## config.mk

```make
export PLATFORM = sky130hd
export DESIGN_NAME = power_mode_ctrl
export DESIGN_NICKNAME = d
export VERILOG_FILES = /design/src/power_mode_pkg.sv /design/src/power_mode_ctrl.sv /design/src/level_sync.sv /design/src/fail_monitor.sv
export SDC_FILE = /design/constraint.sdc
export NUM_CORES = 1
export LEC_CHECK = 0
export ABC_AREA = 1
export CAP_MARGIN = 0
export CELL_PAD_IN_SITES_DETAIL_PLACEMENT = 1
export CELL_PAD_IN_SITES_GLOBAL_PLACEMENT = 2
export CORE_MARGIN = 3
export CORE_UTILIZATION = 40
export CTS_BUF_LIST = sky130_fd_sc_hd__clkbuf_8
export CTS_CLUSTER_DIAMETER = 200
export DETAILED_ROUTE_END_ITERATION = 8
export DONT_BUFFER_PORTS = 1
export GPL_TIMING_DRIVEN = 0
export PLACE_DENSITY_LB_ADDON = 0.1
export SLEW_MARGIN = 5
export SYNTH_ARGS = -nofsm -noshare
export SYNTH_HDL_FRONTEND = slang
export SYNTH_SLANG_ARGS = --single-unit
```

## constraint.sdc

```tcl
create_clock -name clk_i -period 1.8 [get_ports clk_i]
set_clock_uncertainty 0.2 [all_clocks]
set_input_delay 0.36 -clock clk_i [delete_from_list [all_inputs] [get_ports clk_i]]
set_output_delay 0.36 -clock clk_i [all_outputs]
set_load 0.05 [all_outputs]
```

## src/power_mode_pkg.sv

```systemverilog
// Shared constants for the power-mode controller
package power_mode_pkg;
  // Register byte offsets
  localparam logic [11:0] OFF_FIXED_LAT_TASK = 12'h078;
  localparam logic [11:0] OFF_LOW_POWER_TASK = 12'h07c;
  localparam logic [11:0] OFF_WARN_EVENT = 12'h108;
  localparam logic [11:0] OFF_INT_ENABLE_SET = 12'h304;
  localparam logic [11:0] OFF_INT_ENABLE_CLR = 12'h308;
  localparam logic [11:0] OFF_RESET_CAUSE = 12'h400;
  localparam logic [11:0] OFF_STATUS = 12'h404;
  localparam logic [11:0] OFF_OFF_REQUEST = 12'h500;
  localparam logic [11:0] OFF_FAIL_CONFIG = 12'h510;
  localparam logic [11:0] OFF_SWITCHER_ENABLE = 12'h578;
  localparam logic [11:0] OFF_RAM_RETAIN = 12'h900;
  // Interrupt enable field
  localparam int INT_WARN_BIT = 0;
  // Reset cause fields
  localparam int CAUSE_PIN_DETECT = 0;
  localparam int CAUSE_ANALOG = 1;
  localparam int CAUSE_FIELD = 2;
  localparam int CAUSE_DEBUG = 3;
  localparam int CAUSE_EXT_RESET = 4;
  localparam int CAUSE_WIDTH = 5;
  // Fail config fields
  localparam int CFG_ENABLE_BIT = 0;
  localparam int CFG_THRESH_LSB = 1;
  localparam int THRESH_WIDTH = 4;
  // Status fields
  localparam int STAT_SUBMODE_BIT = 0;
  localparam int STAT_BELOW_BIT = 1;
  localparam int STAT_CMP_ACTIVE_BIT = 2;
  localparam int STAT_EMULATED_BIT = 3;
  localparam int STAT_SWITCHER_BIT = 4;
  // Reset values
  localparam logic [31:0] RAM_RETAIN_RESET = 32'hffff_ffff;
  localparam logic [THRESH_WIDTH-1:0] THRESH_RESET = 4'h0;
  // Wake-reset pulse length
  localparam int WAKE_RESET_NS = 500;
  localparam int CLK_PERIOD_NS = 50;
  localparam int WAKE_RESET_CYCLES = (WAKE_RESET_NS + CLK_PERIOD_NS - 1) / CLK_PERIOD_NS;
  typedef enum logic [2:0] {
    ST_ON = 3'b001,
    ST_OFF = 3'b010,
    ST_WAKE = 3'b100
  } mode_t;
endpackage

```

## src/power_mode_ctrl.sv

```systemverilog
// Power-mode controller: off state, wake, sub-modes, supply-fail warning
// Overview of operation
// - Off state wakes on five causes (pin, analog, field, ext reset, debug); brownout also forces wake
// - Wake from off performs system reset
// - Off powers core down, kills tasks
// - RAM sections retained per setting
// - Debug mode only emulates off state
// - Power-on reset starts in on state
// - Sub-modes apply only when all idle
// - Fixed-latency task forces base resources
// - Low-power task selects automatic management
// - Low-power sub-mode default on entry
// - Reset cause register records wake source
// - Brownout holds system in reset
// - Supply-fail comparator never resets system
// - Enabled comparator raises warning below threshold
// - Warning on enable-while-low or threshold rewrite
// - Warning blocks nonvolatile writes
// - Comparator inactive off or clock stopped
// - Linear regulator default, switcher by register
// - Tasks at 078/07C, event at 108
// - Interrupt enable set, readable state
// - Reset cause accumulates, write-one clears
`timescale 1ns/1ns
module power_mode_ctrl #(
  parameter int RAM_SECTIONS = 32,
  parameter int RESET_CYCLES = power_mode_pkg::WAKE_RESET_CYCLES
) (
  input wire logic clk_i, // system clock 20 MHz
  input wire logic rst_n_i, // async reset, active low
  input wire logic [11:0] addr_i, // register byte address
  input wire logic [31:0] wdata_i, // write data
  input wire logic wr_i, // write strobe
  input wire logic rd_i, // read strobe
  output logic [31:0] rdata_o, // read data, cycle after read
  input wire logic pin_detect_i, // pin-detect wake
  input wire logic analog_compare_wake_i, // analog compare wake
  input wire logic field_sense_i, // field-sense wake
  input wire logic ext_reset_i, // external reset request
  input wire logic debug_mode_i, // debug interface mode
  input wire logic fast_clock_run_i, // fast clock running
  input wire logic cpu_idle_i, // CPU idle
  input wire logic periph_idle_i, // all peripherals idle
  input wire logic below_thresh_i, // comparator: supply below threshold
  input wire logic brownout_i, // brownout indication
  output logic sys_reset_o, // system reset request
  output logic core_power_o, // core domain powered
  output logic task_abort_o, // terminate running tasks
  output logic [RAM_SECTIONS-1:0] ram_power_o, // per-section RAM power
  output logic base_force_o, // base resources forced on
  output logic auto_manage_o, // automatic supply management
  output logic switcher_on_o, // switching regulator selected
  output logic cmp_active_o, // comparator powered
  output logic [power_mode_pkg::THRESH_WIDTH-1:0] fail_threshold_o, // threshold code
  output logic nv_write_block_o, // block nonvolatile writes
  output logic warn_irq_o // supply-fail warning interrupt
);
  power_mode_pkg::mode_t state_reg;
  power_mode_pkg::mode_t state_next;
  logic [7:0] wake_cnt_reg;
  logic [4:0] sync_vec;
  logic pin_s, ana_s, fld_s, below_s, brown_s;
  logic wake_any;
  logic fixed_lat_reg;
  logic warn_event_reg;
  logic int_en_reg;
  logic [power_mode_pkg::CAUSE_WIDTH-1:0] cause_reg;
  logic fail_en_reg;
  logic [power_mode_pkg::THRESH_WIDTH-1:0] thresh_reg;
  logic switcher_reg;
  logic [RAM_SECTIONS-1:0] ram_retain_reg;
  logic emulated_reg;
  logic warn_pulse;
  logic nv_block;
  logic thresh_wr;
  logic off_req;

  function automatic logic hit(input logic [11:0] a, input logic [11:0] off);
    hit = (a == off);
  endfunction

  level_sync #(
    .WIDTH(5)
  ) u_sync (
    .clk_i(clk_i),
    .rst_n_i(rst_n_i),
    .async_i({brownout_i, below_thresh_i, field_sense_i, analog_compare_wake_i,
      pin_detect_i}),
    .sync_o(sync_vec)
  );
  assign {brown_s, below_s, fld_s, ana_s, pin_s} = sync_vec;

  assign wake_any = pin_s || ana_s || fld_s || ext_reset_i;
  assign off_req = wr_i && hit(addr_i, power_mode_pkg::OFF_OFF_REQUEST) && wdata_i[0];
  assign thresh_wr = wr_i && hit(addr_i, power_mode_pkg::OFF_FAIL_CONFIG);

  // Mode sequencing
  always_comb begin
    state_next = state_reg;
    unique case (state_reg)
      power_mode_pkg::ST_ON: begin
        if (off_req && !debug_mode_i) begin
          state_next = power_mode_pkg::ST_OFF;
        end
      end
      power_mode_pkg::ST_OFF: begin
        if (wake_any || debug_mode_i) begin
          state_next = power_mode_pkg::ST_WAKE;
        end
      end
      power_mode_pkg::ST_WAKE: begin
        if (wake_cnt_reg == 8'(RESET_CYCLES - 1) && !brown_s) begin
          state_next = power_mode_pkg::ST_ON;
        end
      end
      default: state_next = power_mode_pkg::ST_ON;
    endcase
  end

  always_ff @(posedge clk_i or negedge rst_n_i) begin
    if (!rst_n_i) begin
      state_reg <= power_mode_pkg::ST_ON;
    end else if (brown_s) begin
      state_reg <= power_mode_pkg::ST_WAKE;
    end else begin
      state_reg <= state_next;
    end
  end

  always_ff @(posedge clk_i or negedge rst_n_i) begin
    if (!rst_n_i) begin
      wake_cnt_reg <= 8'h00;
    end else if (state_reg != power_mode_pkg::ST_WAKE || brown_s) begin
      wake_cnt_reg <= 8'h00;
    end else if (wake_cnt_reg != 8'(RESET_CYCLES - 1)) begin
      wake_cnt_reg <= wake_cnt_reg + 8'h01;
    end
  end

  // Emulated off: everything stays powered, flag only
  always_ff @(posedge clk_i or negedge rst_n_i) begin
    if (!rst_n_i) begin
      emulated_reg <= 1'b0;
    end else if (off_req && debug_mode_i) begin
      emulated_reg <= 1'b1;
    end else if (state_reg == power_mode_pkg::ST_WAKE) begin
      emulated_reg <= 1'b0;
    end
  end

  // Power and reset outputs
  always_ff @(posedge clk_i or negedge rst_n_i) begin
    if (!rst_n_i) begin
      sys_reset_o <= 1'b0;
      core_power_o <= 1'b1;
      task_abort_o <= 1'b0;
    end else begin
      sys_reset_o <= (state_next == power_mode_pkg::ST_WAKE) || brown_s;
      core_power_o <= (state_next != power_mode_pkg::ST_OFF);
      task_abort_o <= (state_next == power_mode_pkg::ST_OFF);
    end
  end

  always_ff @(posedge clk_i or negedge rst_n_i) begin
    if (!rst_n_i) begin
      ram_power_o <= '1;
    end else if (state_next == power_mode_pkg::ST_OFF) begin
      ram_power_o <= ram_retain_reg;
    end else begin
      ram_power_o <= '1;
    end
  end

  // Sub-mode select
  always_ff @(posedge clk_i or negedge rst_n_i) begin
    if (!rst_n_i) begin
      fixed_lat_reg <= 1'b0;
    end else if (state_reg != power_mode_pkg::ST_ON) begin
      fixed_lat_reg <= 1'b0;
    end else if (wr_i && wdata_i[0] && hit(addr_i, power_mode_pkg::OFF_FIXED_LAT_TASK)) begin
      fixed_lat_reg <= 1'b1;
    end else if (wr_i && wdata_i[0] && hit(addr_i, power_mode_pkg::OFF_LOW_POWER_TASK)) begin
      fixed_lat_reg <= 1'b0;
    end
  end

  always_ff @(posedge clk_i or negedge rst_n_i) begin
    if (!rst_n_i) begin
      base_force_o <= 1'b0;
      auto_manage_o <= 1'b0;
    end else begin
      base_force_o <= (state_reg == power_mode_pkg::ST_ON) && cpu_idle_i && periph_idle_i
        && fixed_lat_reg;
      auto_manage_o <= (state_reg == power_mode_pkg::ST_ON) && cpu_idle_i && periph_idle_i
        && !fixed_lat_reg;
    end
  end

  // Supply-fail comparator; only warns, never resets
  always_ff @(posedge clk_i or negedge rst_n_i) begin
    if (!rst_n_i) begin
      cmp_active_o <= 1'b0;
    end else begin
      cmp_active_o <= (state_reg == power_mode_pkg::ST_ON) && fast_clock_run_i;
    end
  end

  fail_monitor u_fail (
    .clk_i(clk_i),
    .rst_n_i(rst_n_i),
    .active_i(cmp_active_o),
    .enable_i(fail_en_reg),
    .thresh_write_i(thresh_wr),
    .below_i(below_s),
    .warn_pulse_o(warn_pulse),
    .block_nv_o(nv_block)
  );

  always_ff @(posedge clk_i or negedge rst_n_i) begin
    if (!rst_n_i) begin
      nv_write_block_o <= 1'b0;
    end else begin
      nv_write_block_o <= nv_block;
    end
  end

  // Warning event flag, set wins over clear
  always_ff @(posedge clk_i or negedge rst_n_i) begin
    if (!rst_n_i) begin
      warn_event_reg <= 1'b0;
    end else if (warn_pulse) begin
      warn_event_reg <= 1'b1;
    end else if (wr_i && hit(addr_i, power_mode_pkg::OFF_WARN_EVENT)) begin
      warn_event_reg <= wdata_i[0];
    end
  end

  always_ff @(posedge clk_i or negedge rst_n_i) begin
    if (!rst_n_i) begin
      int_en_reg <= 1'b0;
    end else if (wr_i && hit(addr_i, power_mode_pkg::OFF_INT_ENABLE_SET)
        && wdata_i[power_mode_pkg::INT_WARN_BIT]) begin
      int_en_reg <= 1'b1;
    end else if (wr_i && hit(addr_i, power_mode_pkg::OFF_INT_ENABLE_CLR)
        && wdata_i[power_mode_pkg::INT_WARN_BIT]) begin
      int_en_reg <= 1'b0;
    end
  end

  always_ff @(posedge clk_i or negedge rst_n_i) begin
    if (!rst_n_i) begin
      warn_irq_o <= 1'b0;
    end else begin
      warn_irq_o <= warn_event_reg && int_en_reg;
    end
  end

  // Reset cause: sticky, write-one clears, set wins
  always_ff @(posedge clk_i or negedge rst_n_i) begin
    if (!rst_n_i) begin
      cause_reg <= '0;
    end else begin
      for (int i = 0; i < power_mode_pkg::CAUSE_WIDTH; i++) begin
        if (wr_i && hit(addr_i, power_mode_pkg::OFF_RESET_CAUSE) && wdata_i[i]) begin
          cause_reg[i] <= 1'b0;
        end
      end
      if (state_reg == power_mode_pkg::ST_OFF) begin
        if (pin_s) cause_reg[power_mode_pkg::CAUSE_PIN_DETECT] <= 1'b1;
        if (ana_s) cause_reg[power_mode_pkg::CAUSE_ANALOG] <= 1'b1;
        if (fld_s) cause_reg[power_mode_pkg::CAUSE_FIELD] <= 1'b1;
        if (debug_mode_i) cause_reg[power_mode_pkg::CAUSE_DEBUG] <= 1'b1;
      end
      if (ext_reset_i) cause_reg[power_mode_pkg::CAUSE_EXT_RESET] <= 1'b1;
    end
  end

  // Configuration registers
  always_ff @(posedge clk_i or negedge rst_n_i) begin
    if (!rst_n_i) begin
      fail_en_reg <= 1'b0;
      thresh_reg <= power_mode_pkg::THRESH_RESET;
    end else if (thresh_wr) begin
      fail_en_reg <= wdata_i[power_mode_pkg::CFG_ENABLE_BIT];
      thresh_reg <= wdata_i[power_mode_pkg::CFG_THRESH_LSB +: power_mode_pkg::THRESH_WIDTH];
    end
  end

  always_ff @(posedge clk_i or negedge rst_n_i) begin
    if (!rst_n_i) begin
      switcher_reg <= 1'b0;
    end else if (wr_i && hit(addr_i, power_mode_pkg::OFF_SWITCHER_ENABLE)) begin
      switcher_reg <= wdata_i[0];
    end
  end

  // Reset only by the async power-up reset, not by wake resets
  always_ff @(posedge clk_i or negedge rst_n_i) begin
    if (!rst_n_i) begin
      ram_retain_reg <= RAM_SECTIONS'(power_mode_pkg::RAM_RETAIN_RESET);
    end else if (wr_i && hit(addr_i, power_mode_pkg::OFF_RAM_RETAIN)) begin
      ram_retain_reg <= wdata_i[RAM_SECTIONS-1:0];
    end
  end

  always_ff @(posedge clk_i or negedge rst_n_i) begin
    if (!rst_n_i) begin
      switcher_on_o <= 1'b0;
      fail_threshold_o <= power_mode_pkg::THRESH_RESET;
    end else begin
      switcher_on_o <= switcher_reg;
      fail_threshold_o <= thresh_reg;
    end
  end

  // Read port
  always_ff @(posedge clk_i or negedge rst_n_i) begin
    if (!rst_n_i) begin
      rdata_o <= 32'h0000_0000;
    end else if (rd_i) begin
      unique case (addr_i)
        power_mode_pkg::OFF_WARN_EVENT: rdata_o <= {31'h0, warn_event_reg};
        power_mode_pkg::OFF_INT_ENABLE_SET,
        power_mode_pkg::OFF_INT_ENABLE_CLR: rdata_o <= {31'h0, int_en_reg};
        power_mode_pkg::OFF_RESET_CAUSE: rdata_o <= 32'(cause_reg);
        power_mode_pkg::OFF_STATUS: rdata_o <= {27'h0, switcher_reg, emulated_reg,
          cmp_active_o, below_s, fixed_lat_reg};
        power_mode_pkg::OFF_FAIL_CONFIG: rdata_o <= 32'({thresh_reg, fail_en_reg});
        power_mode_pkg::OFF_SWITCHER_ENABLE: rdata_o <= {31'h0, switcher_reg};
        power_mode_pkg::OFF_RAM_RETAIN: rdata_o <= 32'(ram_retain_reg);
        default: rdata_o <= 32'h0000_0000;
      endcase
    end else begin
      rdata_o <= 32'h0000_0000;
    end
  end
endmodule

```

## src/level_sync.sv

```systemverilog
// Two-flop synchroniser for asynchronous level inputs
`timescale 1ns/1ns
module level_sync #(
  parameter int WIDTH = 1
) (
  input wire logic clk_i, // clock
  input wire logic rst_n_i, // async reset
  input wire logic [WIDTH-1:0] async_i, // raw levels
  output logic [WIDTH-1:0] sync_o // synchronised levels
);
  logic [WIDTH-1:0] first_reg;
  always_ff @(posedge clk_i or negedge rst_n_i) begin
    if (!rst_n_i) begin
      first_reg <= '0;
      sync_o <= '0;
    end else begin
      first_reg <= async_i;
      sync_o <= first_reg;
    end
  end
endmodule

```

## src/fail_monitor.sv

```systemverilog
// Supply-fail warning detector
`timescale 1ns/1ns
module fail_monitor (
  input wire logic clk_i, // clock
  input wire logic rst_n_i, // async reset
  input wire logic active_i, // comparator powered
  input wire logic enable_i, // warning enabled
  input wire logic thresh_write_i, // threshold rewritten
  input wire logic below_i, // synchronised compare result
  output logic warn_pulse_o, // one-cycle warning event
  output logic block_nv_o // block nonvolatile writes
);
  logic armed_reg;
  logic prev_below_reg;
  logic thresh_seen_reg;
  logic live;
  assign live = active_i && enable_i;
  always_ff @(posedge clk_i or negedge rst_n_i) begin
    if (!rst_n_i) begin
      armed_reg <= 1'b0;
      prev_below_reg <= 1'b0;
      thresh_seen_reg <= 1'b0;
    end else begin
      armed_reg <= live;
      prev_below_reg <= below_i;
      // Rewrite judged a cycle late, against the new enable
      thresh_seen_reg <= thresh_write_i;
    end
  end
  // Falling supply, fresh enable while low, or threshold rewritten
  always_ff @(posedge clk_i or negedge rst_n_i) begin
    if (!rst_n_i) begin
      warn_pulse_o <= 1'b0;
    end else begin
      warn_pulse_o <= live && below_i && (!prev_below_reg || !armed_reg || thresh_seen_reg);
    end
  end
  always_ff @(posedge clk_i or negedge rst_n_i) begin
    if (!rst_n_i) begin
      block_nv_o <= 1'b0;
    end else begin
      block_nv_o <= live && below_i;
    end
  end
endmodule

```

==> results_dict.tcl, run 1 <==
set metrics [dict create \
    critPathMaxFanout 3 \
    fmax_ghz 0.574 \
    synth_cell_type_count 26 \
    core_area_um2 13500 \
    overflow 0 \
    netlist_instances 549 \
    io_pins 135 \
    min_period_ps 1740 \
    dp.cells 725 \
    yosysTopAreaCellShare_pct 37.2 \
    synthSimpleGateAreaFrac_pct 17.9 \
    synth_top_family_by_area "simple AND/OR/NAND/NOR gates" \
    synthTopCellsByArea "dfrtp_1, dfstp_2, nand2_1" \
    syn_area_um2 5650 \
    start_util_pct 41.8 \
    yosys_warnings 0 \
    rsz0062_at_grt "no" \
    drt_pre_antenna_iters 4 \
    placed_cell_area_um2 5870 \
    dp_slack_ps -139 \
    gp_congestion 0.761 \
    drv_cap 0 \
    drcViolationCount 0 \
    r2r_setup_slack_ps 70 \
    p_per_area_nw_per_um2 891 \
    report.final.slew_viol_count 0 \
    ir_drop_uv 400 \
    synth_xor_area_share_pct 0.310 \
    ctsHoldBuffers 58 \
    timing.rr.start "state_reg[0]" \
    synth_top_cell_by_area "dfrtp_1" \
    clock-sinks 150 \
    status "complete, but fails checks" \
    io_buffer_count 0 \
    reg2reg_to "emulated_reg" \
    synth_compound_area_share_pct 6.09 \
    die_x_um 125 \
    clock_latency_ps 460 \
    area_delta_synth_final_pct 22.1 \
    fin_area_um2 6900 \
    htree_levels 4 \
    relSlewSlack_pct 60.8 \
    nets 690 \
    cts_root_buf "clkbuf_8" \
    cp_data_arrival_time_ps 1180 \
    fp-row-count 42 \
    postSynthAreaPerCell_um2 10.3 \
    synth_edf_count 0 \
    grt_pass1_vias 4350 \
    antenna_cells 0 \
    post-route-period-util_pct 96.7 \
    wire_per_inst_um 17.5 \
    cp-end-kind "primary output" \
    post-route-util_pct 51.1 \
    routed_via_density 4.85 \
    async_flop_share_pct 100 \
    finalSetupTns_ps 0 \
    setup_viol_count_final 0 \
    crit_type "reg -> out" \
    grtUsageTotal_pct 19.5 \
    drt_iter0_drc 205 \
    dp_hpwl_um 9490 \
    ys_ff_latch 150 \
    vias 3969 \
    cts_tree "built" \
    drive_gt1_share_pct 21.5 \
    drtAntennaViolNets 0 \
    total_power_mw 6.15 \
    muxShareOfSynthArea_pct 0 \
    clk_pin_slew_ps 80 \
    cts_buffer_depth 2 \
    numCtsBuffers 17 \
    ys_seq_area_share_pct 67.9 \
    fin_cells 819 \
    synth-adder-area-share_pct 0.443 \
    synthTopCellsByCount "nand2_1, nor2_1, dfrtp_1, inv_1, dfstp_2" \
    synthFlopType "dfrtp_1" \
    grt_pass1_wl_um 23600 \
    r2r_cells 5 \
    start_kind "register" \
    finalHoldWorstSlack_ps -607 \
    syn_nets 609 \
    wl_um 14300 \
    cp_data_required_time_ps 1240 \
    fp.dieH_um 125 \
    hold_viol 150 \
    dieArea_um2 15600 \
    grt_max_degree 151 \
    violations "hold timing" \
    hp-class "in -> async" \
    p_leak_nw 3.36 \
    setup_ws_ps 59.1 \
    grt_antenna_before_repair 0 \
    worst_pin_slew_ps 588 \
]
[cells by family after synthesis]
family | after synthesis
compound gates | 66
flops | 150
simple gates | 238
fa+ha+maj | 2
buf+inv | 91
xor+xnor | 2
[placed cells by master, fill, tap and decap left out, drive strengths merged, types with 2 or more instances in the layout]
cell / netlist / routed
nand2: 105 / 105
nor2: 94 / 94
dfrtp: 84 / 84
inv: 79 / 84
dfstp: 66 / 66
dlygate4sd3: 0 / 58
a21oi: 34 / 34
o21ai: 30 / 30
nand3: 22 / 22
clkbuf: 0 / 19
buf: 12 / 16
nand4: 8 / 8
nor3: 7 / 7
clkinv: 0 / 6
a31oi: 2 / 2
ha: 2 / 2
[how the worst max path moves through the flow]
stage                 start         endpoint  slack, ps  cells past startpoint
3_5_place_dp      addr_i[7]  ram_power_o[26]       -140                      7
6_report       cmp_active_o     cmp_active_o         60                      0
2_1_floorplan     addr_i[1]  ram_power_o[10]        220                      7
5_1_grt        state_reg[2]  ram_power_o[13]          4                      8
3_3_place_gp      addr_i[1]   ram_power_o[1]       -110                      7
4_1_cts        state_reg[0]   ram_power_o[1]         20                      4
[metal layers]
metal	global-route usage, %	up-vias	wire [um]
li1	-	1860	-
met1	24.7	1998	6060
met2	31.6	94	7200
met3	6.86	17	852
met4	6.12	0	195
met5	0	-	0
[power breakdown]
group	internal (mW)	switching, mW
Sequential	3.42	0.0490
Clock	1.16	1.29
Combinational	0.118	0.115
[final cells by class]
type / count / area, um2
fill: 1503 / 6610
sequential: 150 / 3840
multi-input combinational: 308 / 1420
timing repair buffer: 62 / 636
inverter: 79 / 299
clock buffer: 19 / 262
tap: 176 / 220
buffer: 12 / 116
clock inverter: 13 / 108
[timing repair]
action	CTS	global route
gates resized for setup	0	7
pin swaps	1	2
endpoints found under the hold margin	217	150
buffers inserted	0	4
endpoints found under the setup margin	3	41
(Power assumes the default switching activity.)
==> inputs of run 2 (changes only) <==
--- a/config.mk
+++ b/config.mk
@@ -17,7 +17,9 @@
 export DONT_BUFFER_PORTS = 1
 export GPL_TIMING_DRIVEN = 0
 export PLACE_DENSITY_LB_ADDON = 0.1
+export SETUP_SLACK_MARGIN = 0.2
 export SLEW_MARGIN = 5
 export SYNTH_ARGS = -nofsm -noshare
 export SYNTH_HDL_FRONTEND = slang
 export SYNTH_SLANG_ARGS = --single-unit
+export TNS_END_PERCENT = 5
==> constraint.sdc (replaced) <==
create_clock -name clk_i -period 1.8 [get_ports clk_i]
set_clock_uncertainty 0.2 [all_clocks]
set_input_delay 0.36 -clock clk_i [delete_from_list [all_inputs] [get_ports clk_i]]
set_output_delay 0.36 -clock clk_i [all_outputs]
set_load 0.005 [all_outputs]
==> run 2 against run 1 <==
Effect of this change:
- the flow still finishes with violations (hold timing)
- global-route usage shrank 0.22 points
- register-to-register slack improved by 140 ps
- via count shrank 0.25%
- critical path type is now reg -> reg
==> results_dict.tcl, run 2 (synthesized netlist as in run 1, its figures left out) <==
set metrics [dict create \
    io_pins 135 \
    cp_data_arrival_time_ps 1730 \
    finalHoldWorstSlack_ps -611 \
    clock-sinks 150 \
    min_period_ps 1590 \
    layout_common_cells "nand2_1, nor2_1, dfrtp_1" \
    numCtsBuffers 17 \
    cp_data_required_time_ps 1940 \
    dp_hpwl_um 9490 \
    grtUsageTotal_pct 19.3 \
    cts_buffer_depth 2 \
    total_power_mw 6.15 \
    drv_cap 0 \
    post-route-util_pct 51.0 \
    antenna_cells 0 \
    core_area_um2 13500 \
    start_kind "register" \
    placed_cell_area_um2 5870 \
    clock_latency_ps 460 \
    cts_root_buf "clkbuf_8" \
    area_delta_synth_final_pct 22.0 \
    ir_drop_uv 403 \
    relSlewSlack_pct 77.5 \
    crit_type "reg -> reg" \
    ctsHoldBuffers 54 \
    p_per_area_nw_per_um2 893 \
    post-route-period-util_pct 88.1 \
    dp_slack_ps -139 \
    cp-end-kind "register" \
    drcViolationCount 0 \
    critPathMaxFanout 5 \
    fp.dieH_um 125 \
    status "complete, but fails checks" \
    grt_max_degree 151 \
    rsz0062_at_grt "yes" \
    htree_levels 4 \
    dieArea_um2 15600 \
    fp-row-count 42 \
    final_common_cell "nand2_1" \
    die_x_um 125 \
    setup_viol_count_final 0 \
    fin_area_um2 6890 \
    report.final.slew_viol_count 0 \
    wl_um 14100 \
    routed_via_density 4.84 \
    vias 3959 \
    hp-class "in -> async" \
    start_util_pct 41.8 \
    wire_per_inst_um 17.2 \
    grt_pass1_vias 4326 \
    io_buffer_count 0 \
    p_leak_nw 3.35 \
    hold_viol 150 \
    clk_pin_slew_ps 80 \
    setup_ws_ps 214 \
    grt_pass1_wl_um 23400 \
    worst_pin_slew_ps 335 \
    violations "hold timing" \
    drt_iter0_drc 176 \
    drt_pre_antenna_iters 4 \
    gp_congestion 0.761 \
    fmax_ghz 0.630 \
    grt_antenna_before_repair 0 \
    nets 689 \
    drtAntennaViolNets 0 \
    drive_gt1_share_pct 22.9 \
    overflow 0 \
    cts_tree "built" \
]
-- run 2: cell types whose count changed in the layout (fill, tap and decap cells not counted), sizes merged --
cell         change
dlygate4sd3      -4
buf              +3
-- run 2: routing by layer --
| metal | vias up | global-route usage [%] | part of all wire, % |
|---|---|---|---|
| met5 | - | 0 | 0 |
| met3 | 14 | 6.60 | 5.9 |
| met2 | 97 | 31.5 | 51 |
| li1 | 1857 | - | - |
| met1 | 1991 | 24.3 | 42 |
| met4 | 0 | 6.12 | 1.4 |
-- run 2: metrics by stage --
step	cells	setup TNS, ps
floorplan	549	0
global route	818	0
finish	818	0
CTS	816	0
detailed placement	725	-5990
global placement	725	-5060
-- run 2: area by class of cell --
class	instances	area, um2
fillers	1494	6610
repair buffers	61	601
clock inverters	13	108
well taps	176	220
multi-input cells	308	1450
flip-flops and latches	150	3840
clock buffers	19	262
inverters	79	302
plain buffers	12	120
-- run 2: final timing paths --
kind / startpoint / endpoint / slack (ps) / cells after the start
worst max register to register: state_reg[0] / state_reg[1] / 210 / 9
worst min register to register: u_sync.first_reg[4] / u_sync.sync_o[4] / 150 / 0
min in group clk_i: wr_i / cause_reg[1] / 30 / 3
worst min-delay path: rst_n_i / int_en_reg / -610 / 0
max in group asynchronous: rst_n_i / core_power_o / 1650 / 0
worst max-delay path: state_reg[0] / state_reg[1] / 210 / 9
-- run 2: where the power goes --
part / leakage [nW] / switching, mW / total [mW] / internal [mW]
logic: 1.34 / 0.123 / 0.254 / 0.130
registers: 1.81 / 0.0392 / 3.46 / 3.42
clock network: 0.200 / 1.28 / 2.44 / 1.16
-- run 2: worst max-delay path, cell delays in order, from the launching register on --
cell	delay, ps
dfstp_2	570
inv_4	50
nand3_4	90
inv_4	40
nand4_1	120
o21ai_4	80
buf_6	140
buf_6	110
inv_2	40
nor2_1	30
-- run 2: timing repair --
action / CTS / global route
setup endpoints to repair: 43 / 65
endpoints found under the hold margin: 217 / 150
pin swaps: 1 / 2
setup buffers: 5 / 2
resized for setup: 3 / 15
==> inputs of run 3 (changes only) <==
--- a/config.mk
+++ b/config.mk
@@ -5,12 +5,11 @@
 export SDC_FILE = /design/constraint.sdc
 export NUM_CORES = 1
 export LEC_CHECK = 0
-export ABC_AREA = 1
 export CAP_MARGIN = 0
 export CELL_PAD_IN_SITES_DETAIL_PLACEMENT = 1
 export CELL_PAD_IN_SITES_GLOBAL_PLACEMENT = 2
 export CORE_MARGIN = 3
-export CORE_UTILIZATION = 40
+export CORE_UTILIZATION = 43
 export CTS_BUF_LIST = sky130_fd_sc_hd__clkbuf_8
 export CTS_CLUSTER_DIAMETER = 200
 export DETAILED_ROUTE_END_ITERATION = 8
==> run 3 against run 2 <==
Effect of this change:
- the flow finishes with violations (hold timing, setup timing)
- final cell count decreased by 15%
- first-iteration DRC count increased by 29%
- synthesized cell count decreased by 20%
- register-to-register slack got worse by 230 ps
- setup slack got worse by 330 ps
- combinational power increased by 25%
- fmax decreased by 17%
- sequential cell count unchanged
- clock-buffer cell count decreased by 1
- wire length increased by 6.2%
- largest cell class unchanged
==> results_dict.tcl, run 3 <==
set metrics [dict create \
    cts_buffer_depth 2 \
    r2r_setup_slack_ps -20 \
    p_switching_mw 1.48 \
    pwr-share-comb_pct 5.0 \
    p_clk_share_pct 40.3 \
    min_period_ps 1910 \
    wire_per_inst_um 21.4 \
    crit_type "in -> reg" \
    synth-adder-area-share_pct 0.434 \
    drt_pre_antenna_iters 4 \
    dp_hpwl_um 9720 \
    postSynthAreaPerCell_um2 13.1 \
    ys_seq_area_share_pct 66.5 \
    grt_max_degree 151 \
    async_flop_share_pct 100 \
    setup_ws_ps -112 \
    synth_cell_type_count 57 \
    p_int_mw 4.83 \
    hold_viol 150 \
    setup_viol_count_final 42 \
    synthTopCellsByCount "dfrtp_1, dfstp_2, nor2_1, mux2_2, o21ai_0" \
    start_kind "primary input" \
    dieArea_um2 14800 \
    multiInputGateArea_um2 1990 \
    overflow 0 \
    ctsHoldBuffers 46 \
    status "complete, but fails checks" \
    clk_pin_slew_ps 90 \
    post-route-period-util_pct 106 \
    violations "hold timing, setup timing" \
    synth_top_cell_by_area "dfrtp_1" \
    grt_pass1_vias 4158 \
    antenna_cells 0 \
    total_power_mw 6.31 \
    rsz0062_at_grt "yes" \
    io_buffer_count 0 \
    synth_top_family_by_area "simple AND/OR/NAND/NOR gates" \
    netlist_instances 439 \
    fillers 1291 \
    grt_antenna_before_repair 0 \
    core_area_um2 12900 \
    synthFlopType "dfrtp_1" \
    start_util_pct 44.8 \
    drive_gt1_share_pct 38.3 \
    grtUsageTotal_pct 21.4 \
    finalSetupTns_ps -2860 \
    fp.dieH_um 122 \
    routed_via_density 5.39 \
    cp_data_arrival_time_ps 2080 \
    report.final.slew_viol_count 0 \
    worst_pin_slew_ps 727 \
    io_pins 135 \
    nets 574 \
    synthSimpleGateAreaFrac_pct 13.6 \
    sw_frac_of_total_pct 23.5 \
    timing.rr.start "u_sync.sync_o[2]" \
    yosysTopAreaCellShare_pct 36.4 \
    endpoint "ram_power_o[0]" \
    final_common_cell "dfrtp_1" \
    htree_levels 4 \
    dp_slack_ps -933 \
    gp_congestion 0.767 \
    drv_cap 0 \
    reg2reg_to "state_reg[1]" \
    area_delta_synth_final_pct 25.4 \
    cts_root_buf "clkbuf_8" \
    cp_data_required_time_ps 1970 \
    drt_iter0_drc 227 \
    grt_pass1_wl_um 23600 \
    syn_nets 499 \
    p_leak_nw 3.22 \
    yosys_warnings 0 \
    fmax_ghz 0.523 \
    ys_ff_latch 150 \
    r2r_cells 3 \
    synthTopCellsByArea "dfrtp_1, dfstp_2, mux2_2" \
    finalHoldWorstSlack_ps -601 \
    clock_latency_ps 450 \
    vias 3770 \
    muxShareOfSynthArea_pct 8.54 \
    final-seq-area_um2 3840 \
    syn_area_um2 5770 \
    hp-class "in -> async" \
    synth_xor_area_share_pct 1.06 \
    numCtsBuffers 17 \
    wl_um 15000 \
    synth_edf_count 0 \
    synth_compound_area_share_pct 7.57 \
    drtAntennaViolNets 0 \
    ir_drop_uv 408 \
    synth.most_common_cell "dfrtp_1" \
    pwr-share-seq_pct 54.7 \
    cp-end-kind "register" \
    drcViolationCount 0 \
    critPathMaxFanout 10 \
    die_x_um 122 \
    relSlewSlack_pct 50.3 \
    clock-sinks 150 \
    fp-row-count 41 \
    cp-startpoint "addr_i[1]" \
    p_per_area_nw_per_um2 872 \
    layout_common_cells "dfrtp_1, dfstp_2, nor2_1" \
    cts_tree "built" \
]
run 3: through the flow:
stage	cells	hold WS, ps	util [%]	cell area, um2
floorplan	439	-136	-	5780
global placement	611	-132	46.6	6000
detailed placement	611	-132	46.6	6000
CTS	699	-640	55.6	7160
global route	699	-651	56.2	7240
finish	699	-601	56.2	7240
run 3: power groups by stage:
| stage | Sequential [mW] | Combinational [mW] | Clock (mW) |
|---|---|---|---|
| 2_1_floorplan | 3.49 | 0.136 | 0 |
| 3_5_place_dp | 3.50 | 0.179 | 0 |
| 6_report | 3.45 | 0.318 | 2.54 |
| 3_3_place_gp | 3.50 | 0.175 | 0 |
| 4_1_cts | 3.45 | 0.309 | 2.60 |
| 5_1_grt | 3.46 | 0.347 | 2.75 |
run 3: layout make-up:
type	instances	area share, %
Sequential cell	150	53.0
Multi-Input combinational cell	255	27.5
Timing Repair Buffer	56	7.60
Clock buffer	18	3.42
Buffer	24	3.11
Tap cell	172	2.97
Clock inverter	14	1.88
Inverter	10	0.518
run 3: kinds of logic (layout without fill, tap and decap cells):
family / Yosys count / count (layout)
multiplexers: 44 / 44
adder cells (fa/ha/maj): 2 / 2
flip-flops: 150 / 150
AND/OR/NAND/NOR: 137 / 137
buffers and inverters: 34 / 122
XOR/XNOR: 7 / 7
AO/OA/AOI/OAI: 65 / 65
run 3: what timing repair did:
action	in CTS	in global routing
buffers inserted	10	0
endpoints found under the setup margin	121	130
hold endpoints to repair	219	150
pin swaps	24	13
gates resized for setup	75	34
run 3: worst min path at each step:
| stage | end | cells after the start | start |
|---|---|---|---|
| after floorplan | auto_manage_o | 0 | rst_n_i |
| after global placement | rdata_o[8] | 0 | rst_n_i |
| after detailed placement | rdata_o[8] | 0 | rst_n_i |
| after CTS | fail_threshold_o[1] | 0 | rst_n_i |
| after global routing | rdata_o[1] | 0 | rst_n_i |
| final | rdata_o[27] | 0 | rst_n_i |
run 3: critical path, stage by stage:
cell	delay (ps)
or4_4	520
buf_6	160
or3_4	350
nor4_4	280
buf_6	170
buf_8	140
o211ai_1	100
run 3: routing by layer:
layer | wire length, um | part of all wire, % | track usage (%)
met1 | 6370 | 43 | 26.9
met2 | 7490 | 50 | 35.0
met3 | 836 | 5.6 | 6.36
met4 | 277 | 1.8 | 8.12
met5 | 0 | 0 | 0
